$ cat config.mk
export PLATFORM = sky130hd
export DESIGN_NAME = discharge_conveyor_controller
export DESIGN_NICKNAME = d
export VERILOG_FILES = /design/src/shared/conveyor_pkg.sv /design/src/rtl/discharge_conveyor_controller.sv
export SDC_FILE = /design/constraint.sdc
export NUM_CORES = 1
export LEC_CHECK = 0
export ABC_AREA = 1
export BUFFER_PORTS_ARGS = -buffer_cell sky130_fd_sc_hd__buf_2
export CORE_MARGIN = 2
export CORE_UTILIZATION = 56
export CTS_CLUSTER_SIZE = 25
export DETAILED_ROUTE_END_ITERATION = 7
export PLACE_DENSITY = 0.87
export SLEW_MARGIN = 30
export SYNTH_ARGS = -nofsm -noshare
export SYNTH_HDL_FRONTEND = slang
export SYNTH_SLANG_ARGS = --single-unit
$ cat constraint.sdc
create_clock -name i_clk -period 4.8 [get_ports i_clk]
set_input_delay 0 -clock i_clk [delete_from_list [all_inputs] [get_ports i_clk]]
set_output_delay 0 -clock i_clk [all_outputs]
set_load 0.05 [all_outputs]
$ cat src/shared/conveyor_pkg.sv
// Purpose: Shared constants and carriers for the discharge conveyor controller
// Assumes: 125 MHz system clock, APB register access with 32-bit data
// Notes:   Timing figures kept in their own units, cycle counts derived here
package conveyor_pkg;

    // Clock and timing
    localparam int unsigned CLK_HZ       = 125_000_000;
    localparam int unsigned PRESTART_S   = 10;
    localparam int unsigned RUNON_MS     = 2000;
    localparam int unsigned MS_PER_S     = 1000;
    localparam logic [31:0] PRESTART_CYC_DFLT = 32'(PRESTART_S * CLK_HZ);
    localparam logic [31:0] RUNON_CYC_DFLT    = 32'((CLK_HZ / MS_PER_S) * RUNON_MS);

    // APB register map, byte addresses
    localparam int unsigned APB_AW        = 12;
    localparam logic [11:0] REG_CTRL      = 12'h000;
    localparam logic [11:0] REG_STATUS    = 12'h004;

    // CTRL fields
    localparam int unsigned CTRL_ENABLE_BIT = 0;
    localparam logic        CTRL_ENABLE_RST = 1'b1;

    // STATUS fields
    localparam int unsigned ST_STATE_LSB  = 0;
    localparam int unsigned ST_DIR_BIT    = 3;
    localparam int unsigned ST_MODE_LSB   = 4;
    localparam int unsigned ST_CHUTE_BIT  = 6;
    localparam int unsigned ST_GEAR_LSB   = 7;
    localparam int unsigned ST_SPEED_BIT  = 9;
    localparam int unsigned ST_WEIGH_BIT  = 10;
    localparam int unsigned ST_ENABLE_BIT = 11;

    // Mode selector encoding
    typedef enum logic [1:0] {
        MODE_AUTO         = 2'b00,
        MODE_PLANT_MANUAL = 2'b01,
        MODE_LOCAL_MANUAL = 2'b10,
        MODE_INVALID      = 2'b11
    } control_mode_e;

    // Conveyor sequence states
    typedef enum logic [2:0] {
        ST_STOP     = 3'b000,
        ST_FWD_PRE  = 3'b001,
        ST_FWD_RUN  = 3'b010,
        ST_REV_PRE  = 3'b011,
        ST_REV_RUN  = 3'b100,
        ST_CLEAR    = 3'b101
    } conv_state_e;

    typedef struct packed {
        logic [11:0] paddr;
        logic        psel;
        logic        penable;
        logic        pwrite;
        logic [31:0] pwdata;
    } apb_req_s;

    typedef struct packed {
        logic       transfer_running;
        logic       skip_in_pos;
        logic       skip_full;
        logic       weigh_fail;
        logic       chute_blocked;
        logic [1:0] gear_hot;
        logic       speed_fault;
    } plant_in_s;

    typedef struct packed {
        logic fwd_start;
        logic fwd_stop;
        logic rev_start;
        logic rev_stop;
        logic local_start;
        logic local_stop;
        logic estop;
        logic fault_reset;
    } buttons_s;

    typedef struct packed {
        logic forward_prestart_lamp;
        logic forward_running_lamp;
        logic conveyor_stopped_lamp;
        logic reverse_prestart_lamp;
        logic reverse_running_lamp;
        logic belt_clearing_lamp;
        logic skip_present_lamp;
        logic skip_full_lamp;
        logic system_fault_alarm;
    } room_lamps_s;

    typedef struct packed {
        logic       klaxon;
        logic       skip_lamp;
        logic [1:0] gear_hot_lamp;
        logic       chute_lamp;
        logic       weigh_fail_lamp;
        logic       drive_fault_lamp;
    } local_lamps_s;

endpackage

$ cat src/rtl/discharge_conveyor_controller.sv
// Purpose: Sequencer for the two-direction sludge discharge conveyor
// Assumes: Inputs synchronous to i_clk, pushbuttons are levels held while pressed
// Notes:   Registers over APB with zero wait states
//
// Contract
// - Forward normally; reverse when transfer conveyor stops
// - Reverse only with skip present, not full
// - Local emergency stop also stops three filters
// - Apply automatic, plant manual or local manual
// - Automatic: forward after ten-second prestart delay
// - Forward prestart lamp, klaxon; then running lamp
// - Reversal: running lamp off, stopped lamp on
// - Reverse prestart with klaxon, then running lamp
// - Plant manual forward needs transfer conveyor running
// - Plant manual starts wait ten-second prestart
// - Plant manual reverse needs skip present, not full
// - Room lamps show skip present and full
// - Skip full stops reverse at once, any mode
// - Local manual: reverse only, with prestart
// - Chute, gearbox heat, speed fault trip, alarm
// - Normal stop: clearing lamp, short run-on
// - Emergency stop halts conveyor at once
// - Local fault lamps and fault reset input
// - Local pushbuttons act on reverse only
`timescale 1ns/1ns
`default_nettype none

module discharge_conveyor_controller #(
    parameter logic [31:0] PRESTART_CYC = conveyor_pkg::PRESTART_CYC_DFLT,
    parameter logic [31:0] RUNON_CYC    = conveyor_pkg::RUNON_CYC_DFLT
) (
    input  wire logic                        i_clk,
    input  wire logic                        i_rst,
    input  wire conveyor_pkg::apb_req_s      i_apb,
    output logic [31:0]                      o_prdata,
    output logic                             o_pready,
    output logic                             o_pslverr,
    input  wire conveyor_pkg::control_mode_e i_mode,
    input  wire conveyor_pkg::plant_in_s     i_plant,
    input  wire conveyor_pkg::buttons_s      i_btn,
    output logic                             o_motor_fwd,
    output logic                             o_motor_rev,
    output logic [2:0]                       o_filter_stop,
    output conveyor_pkg::room_lamps_s        o_room,
    output conveyor_pkg::local_lamps_s       o_local
);
    import conveyor_pkg::*;

    typedef struct packed {
        conv_state_e  st;
        logic         dir_rev;
        logic [31:0]  cnt;
        logic         enable;
        logic         lat_chute;
        logic [1:0]   lat_gear;
        logic         lat_speed;
        logic [31:0]  prdata;
        logic         motor_fwd;
        logic         motor_rev;
        logic [2:0]   filter_stop;
        room_lamps_s  room;
        local_lamps_s loc;
    } ctl_s;

    localparam ctl_s CTL_RST = '{st: ST_STOP, enable: CTRL_ENABLE_RST, default: '0};

    ctl_s r;
    ctl_s next_r;

    // Address decode for the error answer only; the read mux compares addresses itself
    function automatic logic reg_mapped(input logic [11:0] a);
        return (a == REG_CTRL) || (a == REG_STATUS);
    endfunction

    logic rev_ok;
    logic tripped;
    logic fwd_hold;
    logic rev_hold;
    logic apb_setup;
    logic apb_wr;

    // Sequencer, fault latches, register file and registered outputs
    always_comb begin
        next_r    = r;
        apb_setup = i_apb.psel & ~i_apb.penable;
        apb_wr    = i_apb.psel & i_apb.penable & i_apb.pwrite;
        // Weigh unit failure also blocks reverse: skip state cannot be trusted
        rev_ok = i_plant.skip_in_pos & ~i_plant.skip_full & ~i_plant.weigh_fail;

        // Set wins over reset so a fault present at reset stays latched
        next_r.lat_chute = (r.lat_chute & ~i_btn.fault_reset) | i_plant.chute_blocked;
        next_r.lat_gear  = (r.lat_gear & ~{2{i_btn.fault_reset}}) | i_plant.gear_hot;
        next_r.lat_speed = (r.lat_speed & ~i_btn.fault_reset) | i_plant.speed_fault;
        tripped = next_r.lat_chute | (|next_r.lat_gear) | next_r.lat_speed;

        // Conditions that keep a started direction going, per mode
        fwd_hold = 1'b0;
        rev_hold = 1'b0;
        case (i_mode)
            MODE_AUTO: begin
                fwd_hold = i_plant.transfer_running;
                rev_hold = rev_ok & ~i_plant.transfer_running;
            end
            MODE_PLANT_MANUAL: begin
                fwd_hold = i_plant.transfer_running & ~i_btn.fwd_stop;
                rev_hold = rev_ok & ~i_btn.rev_stop;
            end
            MODE_LOCAL_MANUAL: begin
                fwd_hold = 1'b0;
                rev_hold = rev_ok & ~i_btn.local_stop;
            end
            default: begin
                fwd_hold = 1'b0;
                rev_hold = 1'b0;
            end
        endcase
        fwd_hold = fwd_hold & r.enable;
        rev_hold = rev_hold & r.enable;

        // Direction sequence; every start goes through a prestart state
        case (r.st)
            ST_STOP: begin
                next_r.cnt = '0;
                if (r.enable) begin
                    case (i_mode)
                        MODE_AUTO: begin
                            if (i_plant.transfer_running) begin
                                next_r.st      = ST_FWD_PRE;
                                next_r.dir_rev = 1'b0;
                            end else if (rev_ok) begin
                                next_r.st      = ST_REV_PRE;
                                next_r.dir_rev = 1'b1;
                            end
                        end
                        MODE_PLANT_MANUAL: begin
                            if (i_btn.fwd_start && i_plant.transfer_running) begin
                                next_r.st      = ST_FWD_PRE;
                                next_r.dir_rev = 1'b0;
                            end else if (i_btn.rev_start && rev_ok) begin
                                next_r.st      = ST_REV_PRE;
                                next_r.dir_rev = 1'b1;
                            end
                        end
                        MODE_LOCAL_MANUAL: begin
                            if (i_btn.local_start && rev_ok) begin
                                next_r.st      = ST_REV_PRE;
                                next_r.dir_rev = 1'b1;
                            end
                        end
                        default: begin
                            next_r.st = ST_STOP;
                        end
                    endcase
                end
            end
            ST_FWD_PRE: begin
                if (!fwd_hold) begin
                    next_r.st = ST_STOP;
                end else if (r.cnt == 32'(PRESTART_CYC - 32'h0000_0001)) begin
                    next_r.st  = ST_FWD_RUN;
                    next_r.cnt = '0;
                end else begin
                    next_r.cnt = r.cnt + 32'h0000_0001;
                end
            end
            ST_REV_PRE: begin
                if (!rev_hold) begin
                    next_r.st = ST_STOP;
                end else if (r.cnt == 32'(PRESTART_CYC - 32'h0000_0001)) begin
                    next_r.st  = ST_REV_RUN;
                    next_r.cnt = '0;
                end else begin
                    next_r.cnt = r.cnt + 32'h0000_0001;
                end
            end
            ST_FWD_RUN: begin
                next_r.cnt = '0;
                // No run-on onto a stopped transfer conveyor; reversal starts from stop
                if (!i_plant.transfer_running) begin
                    next_r.st = ST_STOP;
                end else if (!fwd_hold) begin
                    next_r.st = ST_CLEAR;
                end
            end
            ST_REV_RUN: begin
                next_r.cnt = '0;
                if (!rev_ok) begin
                    next_r.st = ST_STOP;
                end else if (!rev_hold) begin
                    next_r.st = ST_CLEAR;
                end
            end
            ST_CLEAR: begin
                if (r.dir_rev && !rev_ok) begin
                    next_r.st  = ST_STOP;
                    next_r.cnt = '0;
                end else if (r.cnt == 32'(RUNON_CYC - 32'h0000_0001)) begin
                    next_r.st  = ST_STOP;
                    next_r.cnt = '0;
                end else begin
                    next_r.cnt = r.cnt + 32'h0000_0001;
                end
            end
            default: begin
                next_r.st  = ST_STOP;
                next_r.cnt = '0;
            end
        endcase

        // Emergency stop and trips skip the run-on entirely
        if (i_btn.estop || tripped) begin
            next_r.st  = ST_STOP;
            next_r.cnt = '0;
        end

        // APB: CTRL write at access phase, read data captured in setup
        if (apb_wr && (i_apb.paddr == REG_CTRL)) begin
            next_r.enable = i_apb.pwdata[CTRL_ENABLE_BIT];
        end
        if (apb_setup) begin
            next_r.prdata = '0;
            if (i_apb.paddr == REG_CTRL) begin
                next_r.prdata[CTRL_ENABLE_BIT] = r.enable;
            end else if (i_apb.paddr == REG_STATUS) begin
                next_r.prdata[ST_STATE_LSB +: 3] = r.st;
                next_r.prdata[ST_DIR_BIT]        = r.dir_rev;
                next_r.prdata[ST_MODE_LSB +: 2]  = i_mode;
                next_r.prdata[ST_CHUTE_BIT]      = r.lat_chute;
                next_r.prdata[ST_GEAR_LSB +: 2]  = r.lat_gear;
                next_r.prdata[ST_SPEED_BIT]      = r.lat_speed;
                next_r.prdata[ST_WEIGH_BIT]      = i_plant.weigh_fail;
                next_r.prdata[ST_ENABLE_BIT]     = r.enable;
            end
        end

        // Outputs decoded from the next state and the plant and button inputs so they leave flip-flops
        next_r.motor_fwd = (next_r.st == ST_FWD_RUN) | ((next_r.st == ST_CLEAR) & ~next_r.dir_rev);
        next_r.motor_rev = (next_r.st == ST_REV_RUN) | ((next_r.st == ST_CLEAR) & next_r.dir_rev);
        next_r.filter_stop = {3{i_btn.estop}};
        next_r.room.forward_prestart_lamp = (next_r.st == ST_FWD_PRE);
        next_r.room.forward_running_lamp  = (next_r.st == ST_FWD_RUN);
        next_r.room.reverse_prestart_lamp = (next_r.st == ST_REV_PRE);
        next_r.room.reverse_running_lamp  = (next_r.st == ST_REV_RUN);
        next_r.room.conveyor_stopped_lamp = ~next_r.motor_fwd & ~next_r.motor_rev;
        next_r.room.belt_clearing_lamp    = (next_r.st == ST_CLEAR);
        next_r.room.skip_present_lamp     = i_plant.skip_in_pos;
        next_r.room.skip_full_lamp        = i_plant.skip_full;
        next_r.room.system_fault_alarm    = tripped;
        next_r.loc.klaxon           = (next_r.st == ST_FWD_PRE) | (next_r.st == ST_REV_PRE);
        next_r.loc.skip_lamp        = i_plant.skip_in_pos;
        next_r.loc.gear_hot_lamp    = next_r.lat_gear;
        next_r.loc.chute_lamp       = next_r.lat_chute;
        next_r.loc.weigh_fail_lamp  = i_plant.weigh_fail;
        next_r.loc.drive_fault_lamp = next_r.lat_speed;
    end

    // Single state register, synchronous reset
    always_ff @(posedge i_clk) begin
        if (i_rst) begin
            r <= CTL_RST;
        end else begin
            r <= next_r;
        end
    end

    // Zero wait state slave; unmapped addresses answer with an error
    assign o_pready      = 1'b1;
    assign o_pslverr     = i_apb.psel & i_apb.penable & ~reg_mapped(i_apb.paddr);
    assign o_prdata      = r.prdata;
    assign o_motor_fwd   = r.motor_fwd;
    assign o_motor_rev   = r.motor_rev;
    assign o_filter_stop = r.filter_stop;
    assign o_room        = r.room;
    assign o_local       = r.loc;

    // Length of the prestart lamp period, for checking only
    logic [31:0] ast_pre_cnt;
    always_ff @(posedge i_clk) begin
        if (i_rst) begin
            ast_pre_cnt <= '0;
        end else if (o_room.forward_prestart_lamp || o_room.reverse_prestart_lamp) begin
            ast_pre_cnt <= ast_pre_cnt + 32'h0000_0001;
        end else begin
            ast_pre_cnt <= '0;
        end
    end

    AST_MOTOR_EXCLUSIVE: assert property (@(posedge i_clk) disable iff (i_rst)
        !(o_motor_fwd && o_motor_rev))
        else $error("both motor outputs asserted");

    AST_DIR_VIA_STOP: assert property (@(posedge i_clk) disable iff (i_rst)
        $fell(o_motor_fwd) |-> !o_motor_rev ##1 !o_motor_rev)
        else $error("reverse followed forward without a stop");

    AST_ESTOP_HALT: assert property (@(posedge i_clk) disable iff (i_rst)
        i_btn.estop |=> !o_motor_fwd && !o_motor_rev && !o_room.belt_clearing_lamp)
        else $error("emergency stop did not halt conveyor");

    AST_ESTOP_FILTERS: assert property (@(posedge i_clk) disable iff (i_rst)
        i_btn.estop |=> (o_filter_stop == 3'h7))
        else $error("emergency stop did not stop all filters");

    AST_SKIP_FULL_STOP: assert property (@(posedge i_clk) disable iff (i_rst)
        i_plant.skip_full |=> !o_motor_rev)
        else $error("reverse kept running with skip full");

    AST_REV_PERMIT: assert property (@(posedge i_clk) disable iff (i_rst)
        $rose(o_motor_rev) |-> $past(i_plant.skip_in_pos) && !$past(i_plant.skip_full))
        else $error("reverse started without a ready skip");

    AST_PRESTART_LEN: assert property (@(posedge i_clk) disable iff (i_rst)
        $rose(o_motor_fwd) || $rose(o_motor_rev) |-> ast_pre_cnt == PRESTART_CYC)
        else $error("motor started without full prestart delay");

    AST_FWD_LAMPS: assert property (@(posedge i_clk) disable iff (i_rst)
        $rose(o_motor_fwd) |-> $past(o_room.forward_prestart_lamp) && !o_room.forward_prestart_lamp
            && o_room.forward_running_lamp)
        else $error("forward lamp sequence wrong");

    AST_KLAXON: assert property (@(posedge i_clk) disable iff (i_rst)
        (o_room.forward_prestart_lamp || o_room.reverse_prestart_lamp) |-> o_local.klaxon)
        else $error("klaxon silent during prestart");

    AST_PLANT_FWD_REFUSE: assert property (@(posedge i_clk) disable iff (i_rst)
        $rose(o_room.forward_prestart_lamp) && $past(i_mode) == MODE_PLANT_MANUAL
            |-> $past(i_plant.transfer_running) && $past(i_btn.fwd_start))
        else $error("plant manual forward start not refused");

    AST_LOCAL_NO_FWD: assert property (@(posedge i_clk) disable iff (i_rst)
        $past(i_mode) == MODE_LOCAL_MANUAL |-> !$rose(o_room.forward_prestart_lamp))
        else $error("forward start in local manual mode");

    AST_TRIP: assert property (@(posedge i_clk) disable iff (i_rst)
        (i_plant.chute_blocked || i_plant.speed_fault || (|i_plant.gear_hot))
            |=> !o_motor_fwd && !o_motor_rev && o_room.system_fault_alarm)
        else $error("fault did not trip conveyor");

    AST_RUNON: assert property (@(posedge i_clk) disable iff (i_rst)
        $rose(o_room.belt_clearing_lamp) |-> (o_motor_fwd || o_motor_rev))
        else $error("clearing run-on without motor");

endmodule

`default_nettype wire

## Word-level counts from Yosys, hierarchy flattened

Index checks and enable logic that the tools add are counted.

| operators by class | value |
|---|---|
| reduce and logical (&&, ||, !) cells | 14 |
| $add $sub $neg | 1 |
| multiplexer cells | 32 |
| equality and inequality tests | 17 |
| bitwise operators | 39 |

Operator list:

| cell | count |
|---|---|
| $mux W32 | 5 |
| $pmux W32 S3 | 1 |
| $mux W3 | 11 |
| $add A32 B1 Y32 const B | 1 |
| $eq A32 B28 Y1 const B | 1 |
| $eq A32 B31 Y1 const B | 1 |
| $mux W4 | 6 |
| $pmux W3 S6 | 1 |
| $and A1 B1 Y1 | 17 |
| $eq A12 B3 Y1 const B | 1 |
| $eq A3 B2 Y1 const B | 4 |
| $eq A3 B3 Y1 const B | 4 |
| $logic_not A12 Y1 | 1 |
| $mux W12 | 1 |
| $not A1 Y1 | 12 |
| $mux W11 | 1 |
| $pmux W3 S3 | 1 |
| $or A1 B1 Y1 | 7 |
| $eq A3 B1 Y1 const B | 2 |
| $pmux W1 S3 | 2 |
| $logic_and A1 B1 Y1 | 5 |
| $ne A2 B2 Y1 const B | 2 |
| $reduce_or A2 Y1 | 2 |
| $logic_not A3 Y1 | 1 |
| 11 further kinds | 13 |

| word-level totals | value |
|---|---|
| flip-flop bits (word level) | 67 |
| input port bits | 67 |
| output and inout bits | 55 |

## Depth between registers and ports, before layout

Gate-level depths: netlist of the first run.

| depth | value |
|---|---|
| depth in word-level cells | 15 |
| depth in mapped cells | 17 |
| mapped depth without buffers | 17 |

## Worst setup path before layout of the first run

Ideal clock, no wire load.

| path | value |
|---|---|
| path kind | reg2reg |
| from | register r[58] (netlist bit) |
| to | register r[86] (netlist bit) |
| stages on the path, launching flop included | 11 |
| period minus slack after synthesis | 1.654 ns |
| library setup time | 0.113 ns |
| path slack | 3.146 ns |
| buffers on the path | 0 |
| arrival | 1.541 ns |
| data required time | 4.687 ns |
| cell sequence | dfxtp_1 > ha_1 > nand3_1 > nor2_1 > nand3_1 > nor2_1 > nand2_1 > nor3_4 > nand4_2 > o21ai_1 > nor2_1 |

| between the ends | value |
|---|---|
| cells in the longest elaborated chain, start to end | 4 |

RTL lines:

| what | RTL line | source |
|---|---|---|
| from (decl) | discharge_conveyor_controller.sv:67 | `ctl_s r;` |
| from (signal assigned) | discharge_conveyor_controller.sv:262 | `r <= next_r;` |
| $add A32 B1 Y32, or another cell as far along | discharge_conveyor_controller.sv:163, discharge_conveyor_controller.sv:173, discharge_conveyor_controller.sv:201 |  |
| $mux W32 (on tied branches) | discharge_conveyor_controller.sv:197, discharge_conveyor_controller.sv:159, discharge_conveyor_controller.sv:169 |  |
| $mux W32 (on tied branches) | discharge_conveyor_controller.sv:194, discharge_conveyor_controller.sv:157, discharge_conveyor_controller.sv:167 |  |
| $pmux W32 S3 * | discharge_conveyor_controller.sv:121 | `case (r.st)` |

Mark *: on every way between the ends. The rest lies on a longest branch, timed or not. The select of a mux whose other input is x is not followed.
A chain may end at the register's enable or synchronous reset.

## Final worst setup path of the first run

| path | value |
|---|---|
| from | input port i_mode[0] |
| to | register r[87] (netlist bit) |

| between the ends | value |
|---|---|
| cells in the longest elaborated chain, start to end | 5 |

RTL lines:

| what | RTL line | source |
|---|---|---|
| from (decl) | discharge_conveyor_controller.sv:38 | `input wire conveyor_pkg::control_mode_e i_mode,` |
| $eq A2 B2 Y1, or another cell as far along | discharge_conveyor_controller.sv:99 | `case (i_mode)` |
| $pmux W1 S3 or $pmux W1 S2 (tied branches) | discharge_conveyor_controller.sv:99 |  |
| $and A1 B1 Y1 (on tied branches) | discharge_conveyor_controller.sv:118, discharge_conveyor_controller.sv:117 |  |
| $ne A2 B2 Y1 (no source line) | -- |  |
| $reduce_and A2 Y1 (no source line) * | -- |  |

Mark *: on every way between the ends. The rest lies on a longest branch, timed or not.

==> summary.txt, run 1 <==
Run status
  – Status: completed

Setup path
  – Worst setup EP type: flip-flop
  – Slowest cell on crit path: dlygate4sd3_1
  – Critical Path RT: 5050 ps
  – CP cell instances: dlygate4sd3_1, buf_2, inv_1, ha_1, inv_1, nand2_1, nand2_1, nor2_2, nand2_2, nand2_2, nand2_2, inv_2, nand3_1, nand2_2, inv_2, nand2_1, nand3_1, nand2_1, inv_1
  – Crit path kind: input port to flip-flop
  – CP arrival: 2990 ps
  – Crit path max fanout: 20
  – Critical Path Max Stage Delay: 530 ps
  – R2R setup slack: 2200 ps
  – Reg-to-reg startpoint: r[92]
  – RR Endpoint: r[87]
  – Reg2Reg Depth: 12
  – Critical Path Start Type: input port

Clocking
  – Number of H-tree levels: 3
  – Clk_lat worst skew: 350 ps
  – TritonCTS clock tree: done
  – Total CTS buffers: 9
  – Setup Buffers After CTS: 0
  – Clk sink count: 67
  – Maximum clock path buffer count: 2
  – Clock-pin slew on the worst setup and hold paths: 70 ps
  – Clock root cell: clkbuf_8

Routing
  – Wirelength, routed: 9690 um
  – Via count: 3,900
  – Routed Antenna Nets: 0
  – DRC: 0
  – Via density: 5.04
  – TritonRoute pass-1 iters: 6
  – DR iter-0 viols: 210
  – Routed len/inst: 12.5 um

Die
  – IO Count: 122
  – Starting Density: 57.5%
  – Total die area: 8120 sq um
  – Num rows: 31
  – Core outline area: 7210 sq um
  – Die H: 90.1 um
  – DIE WIDTH: 90.1 um

Timing
  – Max transition margin: 51.5%
  – Max-slew violations: 0
  – Setup repair after global routing missed its margin: false
  – Max Clock Skew: 8.64 ps
  – Fmax: 0.364 GHz
  – Final setup fails: 0
  – Slew @ Worst Pin: 727 ps
  – Setup TNS: 0 ps
  – Minimum clock period after layout: 2740 ps
  – Tcrit/Tclk final: 57.2%
  – Fin. Hold Viols: 0

Hold path
  – Tightest Hold Check Type: input port to flip-flop
  – Hold path endpoint: o_local[2]
  – Hold Path Origin: i_btn[0]
  – Hold depth: 4

Synth
  – Cells after Synth: 619
  – Synth Cell Area: 4150 sq um
  – EDFF count, synth: 0
  – Seq/Total Area, Yosys: 32.3%
  – Syn_area_per_cell: 6.71 sq um
  – Cell variety after synth: 41
  – Synthesis-stage register bit count: 67
  – FFs w/ async S/R, synth: 0%
  – Dominant synthesized flop cell: dfxtp_1
  – Yosys warns: 0

Power
  – Lkg Pwr: 2.15 nW
  – Peak VDD IR: 0.000131 V
  – Power Density: 277 nW/um^2

Global routing
  – Number of global-route vias before repair: 3,625
  – Grt total ovfl: 0
  – GRT Total Usage: 24.4%
  – First-pass GRT wire length: 16,200 um
  – Largest net degree at the start of global routing: 25
  – Initial antenna violation count: 0

Finish
  – Fin nets: 744
  – Area delta synth->final: 10.9%
  – Share of layout cells above drive strength 1: 19.7%
  – Design area: 4610 sq um
  – Number of diodes: 0
  – Fill cells: 627
  – Post-Layout Cell Count: 774

Place
  – GP Congestion: 0.902
  – I/O Buffers: 69
  – Placed cells: 743
  – Placed cell area: 4230 sq um
  – DP Wirelength: 7120 um

Run
  – Number of max-cap violations: 0
==> per-layer routing <==
metal	share of wire [%]	routed length, um	global-route usage (%)	up-vias
li1	-	-	-	1986
met1	41	3940	27.5	1756
met2	52	5020	45.3	138
met3	5.4	520	4.78	20
met4	2.2	215	9.23	0
met5	0	0	0	-
==> cells by family after synthesis <==
logic type,count (synthesis),synth area share (%)
AO/OA/AOI/OAI,75,9.89
XOR/XNOR,9,1.90
adder cells (fa/ha/maj),7,2.11
buffers and inverters,150,19.1
flip-flops,67,32.3
other,2,0.181
AND/OR/NAND/NOR,309,34.5
==> cell type report <==
| class | count | area [sq um] | area share (%) |
|---|---|---|---|
| sequential | 67 | 1340 | 29.1 |
| tap | 99 | 124 | 2.69 |
| inverter | 87 | 327 | 7.09 |
| clock buffer | 12 | 155 | 3.37 |
| multi-input combinational | 421 | 2090 | 45.4 |
| timing repair buffer | 84 | 495 | 10.8 |
| clock inverter | 4 | 72.6 | 1.58 |
==> Yosys cell counts, types with 2 or more instances <==
cell type  number  area, sq um
conb_1          2         7.51
nand2_1       116          435
nand3_2         2         20.0
inv_2          17         63.8
ha_1            7         87.6
nor3_1         10         50.1
nand4_1        10         62.6
nor3_4          3         48.8
dfxtp_1        67         1340
clkbuf_1        5         18.8
nand2_2        10         62.6
or2_2           2         12.5
nor2_1         97          364
o21a_1          2         15.0
nor4_1          5         31.3
xor2_1          5         43.8
nand3_1        37          185
buf_4          53          398
nor2_4          3         33.8
inv_1          70          263
a211oi_1        3         22.5
buf_6           4         45.0
a21oi_1        32          160
o21ai_0        21          105
nor2_2          6         37.5
o21ai_1         9         45.0
o211ai_1        4         30.0
xnor2_1         4         35.0
==> placed cells by master (no fill, tap or decap), types with 2 or more instances in the layout <==
cell / n
nor3_1: 10
nand2_2: 10
inv_2: 17
clkbuf_8: 11
nor2_1: 96
nand4_1: 10
o21ai_0: 21
o21a_1: 2
bufinv_16: 2
nand3_1: 37
conb_1: 21
ha_1: 7
nor4_1: 5
a211oi_1: 3
xor2_1: 5
xnor2_1: 4
nand3_2: 2
nor2_2: 7
buf_2: 69
o211ai_1: 4
o21ai_1: 9
dlygate4sd3_1: 15
nand2_1: 116
a21oi_1: 32
or2_2: 2
dfxtp_1: 67
nor3_4: 3
nor2_4: 3
inv_1: 70
==> critical path: cells and delay by family <==
kind          cells  cell delay (ps)
fa+ha+maj         1              300
buf+inv           7             1320
simple gates     11             1370
==> worst max-delay path by stage <==
| stage | from | to | depth (start not counted) |
|---|---|---|---|
| floorplan | r[58] | r[86] | 10 |
| global placement | r[92] | r[87] | 12 |
| detailed placement | r[92] | r[87] | 12 |
| CTS | i_mode[1] | r[87] | 19 |
| global route | i_mode[0] | r[87] | 19 |
| finish | i_mode[0] | r[87] | 19 |
==> metrics by stage <==
stage | hold slack (ps) | worst slack (ps) | power (mW) | utilization, %
after floorplan | 107 | 3150 | 0.731 | -
after global placement | 222 | 2250 | 0.734 | 58.6
after detailed placement | 231 | 2220 | 0.738 | 58.6
after CTS | 42.5 | 2070 | 1.28 | 63.8
after global routing | 92.0 | 1840 | 1.32 | 63.8
final | 56.1 | 2060 | 1.27 | 63.8
==> registers in the layout, summed over array words and instances (netlist names) <==
name / count
r: 37
o_prdata: 12
o_room: 8
o_local: 7
o_filter_stop: 1
o_motor_fwd: 1
o_motor_rev: 1
==> power breakdown <==
part	switching, mW	leakage, nW	internal, mW
sequential	0.00635	0.545	0.567
combinational	0.123	1.49	0.0408
clock	0.217	0.113	0.320
==> timing repair <==
item                       4_1_cts  5_1_grt
setup endpoints to repair        0        0
gates resized for setup          0        0
hold buffers                    15        0
hold endpoints to repair        15        0
(Power assumes the default switching activity.)
==> inputs of run 2 (changes only) <==
--- a/config.mk
+++ b/config.mk
@@ -5,13 +5,13 @@
 export SDC_FILE = /design/constraint.sdc
 export NUM_CORES = 1
 export LEC_CHECK = 0
-export ABC_AREA = 1
+export ABC_AREA = 0
 export BUFFER_PORTS_ARGS = -buffer_cell sky130_fd_sc_hd__buf_2
 export CORE_MARGIN = 2
-export CORE_UTILIZATION = 56
+export CORE_UTILIZATION = 51
 export CTS_CLUSTER_SIZE = 25
 export DETAILED_ROUTE_END_ITERATION = 7
-export PLACE_DENSITY = 0.87
+export PLACE_DENSITY = 0.81
 export SLEW_MARGIN = 30
 export SYNTH_ARGS = -nofsm -noshare
 export SYNTH_HDL_FRONTEND = slang
==> constraint.sdc (replaced) <==
create_clock -name i_clk -period 2.73 [get_ports i_clk]
set_input_delay 0 -clock i_clk [delete_from_list [all_inputs] [get_ports i_clk]]
set_output_delay 0 -clock i_clk [all_outputs]
set_load 0.05 [all_outputs]
==> summary.txt, run 2 <==
Run status
  – Status: completed (unchanged)

Die
  – DIE WIDTH: 89.1 um (was 90.1 um)
  – Core outline area: 7140 sq um (was 7210 sq um)
  – IO Count: 122 (unchanged)
  – Starting Density: 51.8% (was 57.5%)
  – Num rows: 31 (unchanged)
  – Total die area: 7950 sq um (was 8120 sq um)
  – Die H: 89.1 um (was 90.1 um)

Power
  – Sw frac: 27.3% (was 27.2%)
  – Register share of total power: 48.2% (was 45.0%)
  – Peak VDD IR: 0.000279 V (was 0.000131 V)
  – Pwr Total: 2.05 mW (was 1.27 mW)
  – Power Density: 494 nW/um^2 (was 277 nW/um^2)
  – Clock power frac: 40.6% (was 42.2%)
  – P_sw: 0.560 mW (was 0.347 mW)
  – Logic pwr share: 11.2% (was 12.9%)
  – P_int: 1.49 mW (was 0.928 mW)
  – Lkg Pwr: 1.54 nW (was 2.15 nW)

Synth
  – Post-Synth Adder-Cell Area: 2.37% (was 2.11%)
  – FFs w/ async S/R, synth: 0% (unchanged)
  – Yosys warns: 0 (unchanged)
  – Synth Area in Compound Gates: 11.9% (was 9.89%)
  – Ranking of synthesized cells by area: dfxtp_1, buf_4, nor2_1 (was dfxtp_1, nand2_1, buf_4)
  – Simple-gate share of the synthesized area: 28.2% (was 34.5%)
  – Post-Synth XOR/XNOR Area: 6.40% (was 1.90%)
  – Synthesis-stage register bit count: 67 (unchanged)
  – Dominant synthesized flop cell: dfxtp_1 (unchanged)
  – Synth Cell Area: 3700 sq um (was 4150 sq um)
  – Cells after Synth: 442 (was 619)
  – Top cells by count, synth: dfxtp_1, nor2_1, buf_4 (was nand2_1, nor2_1, inv_1)
  – Largest family of logic cells by synthesized area: simple AND/OR/NAND/NOR gates (unchanged)
  – Cell variety after synth: 56 (was 41)
  – Synth top area share: 36.3% (was 32.3%)
  – Seq/Total Area, Yosys: 36.3% (was 32.3%)
  – Synth area leader: dfxtp_1 (unchanged)
  – Most numerous cell in the Yosys netlist: dfxtp_1 (was nand2_1)
  – Mux cell area share after synthesis: 0.541% (was 0%)
  – EDFF count, synth: 0 (unchanged)
  – Syn_area_per_cell: 8.36 sq um (was 6.71 sq um)

Routing
  – DRC: 0 (unchanged)
  – Routed Antenna Nets: 0 (unchanged)
  – DR iter-0 viols: 153 (was 210)
  – TritonRoute pass-1 iters: 4 (was 6)
  – Via count: 3,297 (was 3,900)
  – Routed len/inst: 14.1 um (was 12.5 um)
  – Wirelength, routed: 8340 um (was 9690 um)
  – Via density: 5.56 (was 5.04)

Global routing
  – Largest net degree at the start of global routing: 34 (was 25)
  – Initial antenna violation count: 0 (unchanged)
  – First-pass GRT wire length: 13,600 um (was 16,200 um)
  – GRT Total Usage: 21.6% (was 24.4%)
  – Grt total ovfl: 0 (unchanged)
  – Number of global-route vias before repair: 3,192 (was 3,625)

Finish
  – Layout Utilization: 58.3% (was 63.8%)
  – Most common cell after layout, fill and taps aside: buf_2 (was nand2_1)
  – Number of diodes: 0 (unchanged)
  – Area delta synth->final: 12.5% (was 10.9%)
  – Fill cells: 653 (was 627)
  – Most frequent cells in the layout: buf_2, dfxtp_1, nor2_1 (was nand2_1, nor2_1, inv_1)
  – Most flops, register: r (unchanged)
  – Largest register FFs: 37 (unchanged)
  – Fin nets: 563 (was 744)
  – Share of layout cells above drive strength 1: 21.3% (was 19.7%)

Place
  – I/O Buffers: 69 (unchanged)
  – DP Wirelength: 5860 um (was 7120 um)
  – Pre-CTS setup slack: 298 ps (was 2220 ps)
  – GP Congestion: 0.826 (was 0.902)

Clocking
  – Clk_lat worst skew: 340 ps (was 350 ps)
  – Clk sink count: 67 (unchanged)
  – Setup Buffers After CTS: 0 (unchanged)
  – TritonCTS clock tree: done (unchanged)
  – Total CTS buffers: 9 (unchanged)
  – Clock-pin slew on the worst setup and hold paths: 70 ps (about the same)
  – Number of H-tree levels: 3 (unchanged)
  – Clock root cell: clkbuf_8 (unchanged)
  – Maximum clock path buffer count: 2 (unchanged)

Timing
  – Max-slew violations: 0 (unchanged)
  – Setup TNS: 0 ps (unchanged)
  – Tcrit/Tclk final: 95.2%
  – Setup repair after global routing missed its margin: false (unchanged)
  – Final setup margin: 130 ps (was 2060 ps)
  – Max transition margin: 50.4% (was 51.5%)
  – Hold_ws: 25.2 ps (was 56.1 ps)
  – Max Clock Skew: 4.42 ps (was 8.64 ps)
  – Fin. Hold Viols: 0 (unchanged)
  – Minimum clock period after layout: 2600 ps
  – Slew @ Worst Pin: 736 ps (was 727 ps)
  – Fmax: 0.385 GHz
  – Final setup fails: 0 (unchanged)

Setup path
  – Crit path max fanout: 5 (was 20)
  – Critical Path Start Type: input port (unchanged)
  – Worst setup EP type: flip-flop (unchanged)
  – Critical Path RT: 2990 ps (was 5050 ps)
  – CP arrival: 2860 ps (was 2990 ps)
  – Crit path kind: input port to flip-flop (unchanged)

Hold path
  – Tightest Hold Check Type: input port to flip-flop (unchanged)

Run
  – Number of max-cap violations: 0 (unchanged)
==> run 2: cell type report <==
cell class / count / area, sq um / share of cell area [%]
Multi-Input combinational cell: 308 / 1920 / 46.3
Tap cell: 99 / 124 / 2.98
Clock buffer: 10 / 138 / 3.31
Inverter: 16 / 60.1 / 1.44
Clock inverter: 6 / 63.8 / 1.53
Sequential cell: 67 / 1340 / 32.3
Timing Repair Buffer: 87 / 508 / 12.2
==> run 2: worst max-delay path: stages <==
cell and delay [ps]:
dlygate4sd3_1 540, buf_2 160, inv_1 110, ha_1 260, nand2b_1 120, a311oi_4 400, a311oi_4 160, or3_4 430
or4_1 510, a21oi_1 170
==> run 2: kinds of logic after synthesis <==
group	after synthesis
AND/OR/NAND/NOR	191
buffers and inverters	86
flip-flops	67
AO/OA/AOI/OAI	60
XOR/XNOR	27
adder cells (fa/ha/maj)	7
other	2
multiplexers	2
==> run 2: per-layer routing <==
metal  vias to the layer above  track usage, %  wire length [um]
li1                       1598               -                 -
met3                        16            5.17               522
met2                       115            40.9              4190
met1                      1568            22.9              3470
met5                         -               0                 0
met4                         0            8.14               153
==> run 2: worst paths after layout <==
kind	startpoint	end	slack [ps]	depth (start not counted)
hold / removal	i_btn[0]	o_local[4]	30	4
setup reg to reg	r[65]	o_room[6]	280	6
hold reg to reg	r[89]	r[89]	490	2
setup / recovery	i_mode[1]	r[83]	130	10
==> run 2: power groups by stage <==
stage	Sequential, mW	Clock, mW	Combinational (mW)
final	0.991	0.833	0.230
after global routing	0.992	0.898	0.246
after CTS	0.991	0.847	0.228
after detailed placement	1.01	0	0.215
after global placement	1.01	0	0.211
after floorplan	1.01	0	0.201
==> run 2: through the flow <==
| step | cell area [sq um] | instances |
|---|---|---|
| after floorplan | 3770 | 461 |
| after global placement | 3840 | 566 |
| after detailed placement | 3840 | 566 |
| after CTS | 4150 | 593 |
| after global routing | 4160 | 593 |
| final | 4160 | 593 |
==> run 2: what timing repair did <==
item	4_1_cts	5_1_grt
setup endpoints to repair	0	2
hold endpoints to repair	12	0
hold buffers	11	0
resized for setup	0	1
==> inputs of run 3 (changes only) <==
--- a/config.mk
+++ b/config.mk
@@ -12,6 +12,7 @@
 export CTS_CLUSTER_SIZE = 25
 export DETAILED_ROUTE_END_ITERATION = 7
 export PLACE_DENSITY = 0.81
+export RECOVER_POWER = 25
 export SLEW_MARGIN = 30
 export SYNTH_ARGS = -nofsm -noshare
 export SYNTH_HDL_FRONTEND = slang
==> summary.txt, run 3 (synthesis gave the netlist of run 2 again) <==
Run status
  – Status: completed (unchanged)

Routing
  – Metal3 WL: 499 um (was 522 um)
  – Via count: 3,266 (was 3,297)
  – TritonRoute pass-1 iters: 4 (unchanged)
  – DRC: 0 (unchanged)
  – Max layer used: met4 (unchanged)
  – Wirelength, routed: 8400 um (was 8340 um)
  – Routed Antenna Nets: 0 (unchanged)
  – Routed len/inst: 14.2 um (was 14.1 um)
  – Met2 WL: 4180 um (was 4190 um)
  – DR iter-0 viols: 163 (was 153)
  – WL met1: 3540 um (was 3470 um)
  – Via density: 5.51 (was 5.56)

Finish
  – Fin nets: 563 (unchanged)
  – Largest register FFs: 37 (unchanged)
  – Design area: 4130 sq um (was 4160 sq um)
  – Number of diodes: 0 (unchanged)
  – Layout Utilization: 57.9% (was 58.3%)
  – Most frequent cells in the layout: dfxtp_1, nor2_1, buf_2 (was buf_2, dfxtp_1, nor2_1)
  – Most common cell after layout, fill and taps aside: dfxtp_1 (was buf_2)
  – Most flops, register: r (unchanged)
  – Share of layout cells above drive strength 1: 17.0% (was 21.3%)
  – Area delta synth->final: 11.8% (was 12.5%)

Timing
  – Minimum clock period after layout: 2590 ps (was 2600 ps)
  – Max-slew violations: 0 (unchanged)
  – Tcrit/Tclk final: 94.9% (was 95.2%)
  – Setup TNS: 0 ps (unchanged)
  – Slew @ Worst Pin: 736 ps (unchanged)
  – Fin. Hold Viols: 0 (unchanged)
  – Fmax: 0.386 GHz (was 0.385 GHz)
  – Max transition margin: 50.4% (unchanged)
  – Final setup fails: 0 (unchanged)
  – Max Clock Skew: 4.44 ps (was 4.42 ps)
  – Setup repair after global routing missed its margin: false (unchanged)
  – Final setup margin: 139 ps (was 130 ps)

Global routing
  – Largest net degree at the start of global routing: 34 (unchanged)
  – First-pass GRT wire length: 13,600 um (unchanged)
  – Grt total ovfl: 0 (unchanged)
  – Number of global-route vias before repair: 3,192 (unchanged)
  – Initial antenna violation count: 0 (unchanged)
  – GRT Total Usage: 21.6% (unchanged)

Setup path
  – Critical Path Start Type: input port (unchanged)
  – Slowest cell on crit path: dlygate4sd3_1 (unchanged)
  – CP Capture Point: r[83] (unchanged)
  – Critical Path Max Stage Delay: 530 ps (was 540 ps)
  – CP arrival: 2860 ps (about the same)
  – Worst setup EP type: flip-flop (unchanged)
  – Crit path max-delay family: simple AND/OR/NAND/NOR gates (unchanged)
  – Critical Path RT: 3000 ps (was 2990 ps)
  – Reg2Reg Depth: 6 (unchanged)
  – Reg-to-reg startpoint: r[65] (unchanged)
  – RR Endpoint: o_room[6] (unchanged)
  – Crit path kind: input port to flip-flop (unchanged)
  – CP cell instances: dlygate4sd3_1, buf_2, inv_1, ha_1, nand2b_1, a311oi_4, a311oi_4, or3_4, or4_1, a21oi_1 (unchanged)
  – Crit path depth: 10 (unchanged)
  – CP dominant cell by count: a311oi_4 (unchanged)
  – R2R setup slack: 270 ps (was 280 ps)
  – Worst Setup SP: i_mode[0] (was i_mode[1])
  – Crit path max fanout: 5 (unchanged)
  – Worst Path Buf+Inv: 3 (unchanged)

Place
  – Pre-CTS setup slack: 298 ps (unchanged)
  – DP Wirelength: 5860 um (unchanged)
  – I/O Buffers: 69 (unchanged)
  – GP Congestion: 0.826 (unchanged)
  – Placed cell area: 3840 sq um (unchanged)

Clocking
  – Number of H-tree levels: 3 (unchanged)
  – Total CTS buffers: 9 (unchanged)
  – TritonCTS clock tree: done (unchanged)
  – Clk_lat worst skew: 340 ps (about the same)
  – Clock-pin slew on the worst setup and hold paths: 70 ps (about the same)
  – Clock root cell: clkbuf_8 (unchanged)
  – Clk sink count: 67 (unchanged)
  – Maximum clock path buffer count: 2 (unchanged)

Power
  – Power Density: 497 nW/um^2 (was 494 nW/um^2)
  – P_int: 1.49 mW (about the same)
  – Peak VDD IR: 0.000279 V (about the same)
  – Logic pwr share: 11.1% (was 11.2%)
  – Register share of total power: 48.3% (was 48.2%)
  – Sw frac: 27.3% (about the same)
  – P_sw: 0.561 mW (was 0.560 mW)
  – Lkg Pwr: 1.46 nW (was 1.54 nW)
  – Clock power frac: 40.6% (about the same)

Die
  – IO Count: 122 (unchanged)
  – Total die area: 7950 sq um (unchanged)
  – Starting Density: 51.8% (unchanged)
  – Die H: 89.1 um (unchanged)
  – DIE WIDTH: 89.1 um (unchanged)
  – Num rows: 31 (unchanged)
  – Core outline area: 7140 sq um (unchanged)

Run
  – Number of max-cap violations: 0 (unchanged)

Hold path
  – Tightest Hold Check Type: input port to flip-flop (unchanged)
==> run 3: how the worst min path moves through the flow <==
stage	startpoint	to	slack (ps)	cells after the start
after floorplan	i_plant[0]	o_local[0]	120	2
after global placement	i_plant[2]	o_local[4]	230	3
after detailed placement	i_plant[0]	o_local[0]	240	3
after CTS	i_btn[0]	o_local[4]	9	4
after global routing	i_btn[0]	o_local[3]	40	4
final	i_btn[0]	o_local[4]	20	4
==> run 3: through the flow <==
stage	hold WS (ps)	cells	total power, mW
6_report	22.7	593	2.05
5_1_grt	42.9	593	2.13
4_1_cts	9.28	593	2.07
3_5_place_dp	240	566	1.23
3_3_place_gp	229	566	1.22
2_1_floorplan	117	461	1.21
==> run 3: area by class of cell <==
type / count / area [sq um]
fillers: 666 / 3000
flip-flops and latches: 67 / 1340
inverters: 16 / 60.1
clock buffers: 10 / 138
well taps: 99 / 124
clock inverters: 6 / 63.8
multi-input cells: 308 / 1920
repair buffers: 87 / 482
==> run 3: power groups by stage <==
| stage | Sequential (mW) | Combinational [mW] | Clock, mW |
|---|---|---|---|
| 6_report | 0.991 | 0.229 | 0.834 |
| 5_1_grt | 0.992 | 0.244 | 0.898 |
| 2_1_floorplan | 1.01 | 0.201 | 0 |
| 3_5_place_dp | 1.01 | 0.215 | 0 |
| 3_3_place_gp | 1.01 | 0.211 | 0 |
| 4_1_cts | 0.991 | 0.228 | 0.847 |
==> run 3: routing by layer <==
metal	up-vias	GRT usage, %
met5	-	0
met3	18	5.17
li1	1592	-
met2	106	40.9
met1	1550	22.9
met4	0	8.14
==> run 3: repair_timing <==
action / CTS / global route
endpoints found under the hold margin: 12 / 0
hold buffers: 11 / 0
setup endpoints to repair: 0 / 2
setup buffers: 0 / 0
gates resized for setup: 0 / 1
==> run 3: worst register-to-register path, stage by stage (launching register included) <==
cell and delay (ps):
dfxtp_1 370, nor4b_1 400, nand4_1 310, o31ai_2 380
nand3_1 180, or3_4 420, o31a_1 280
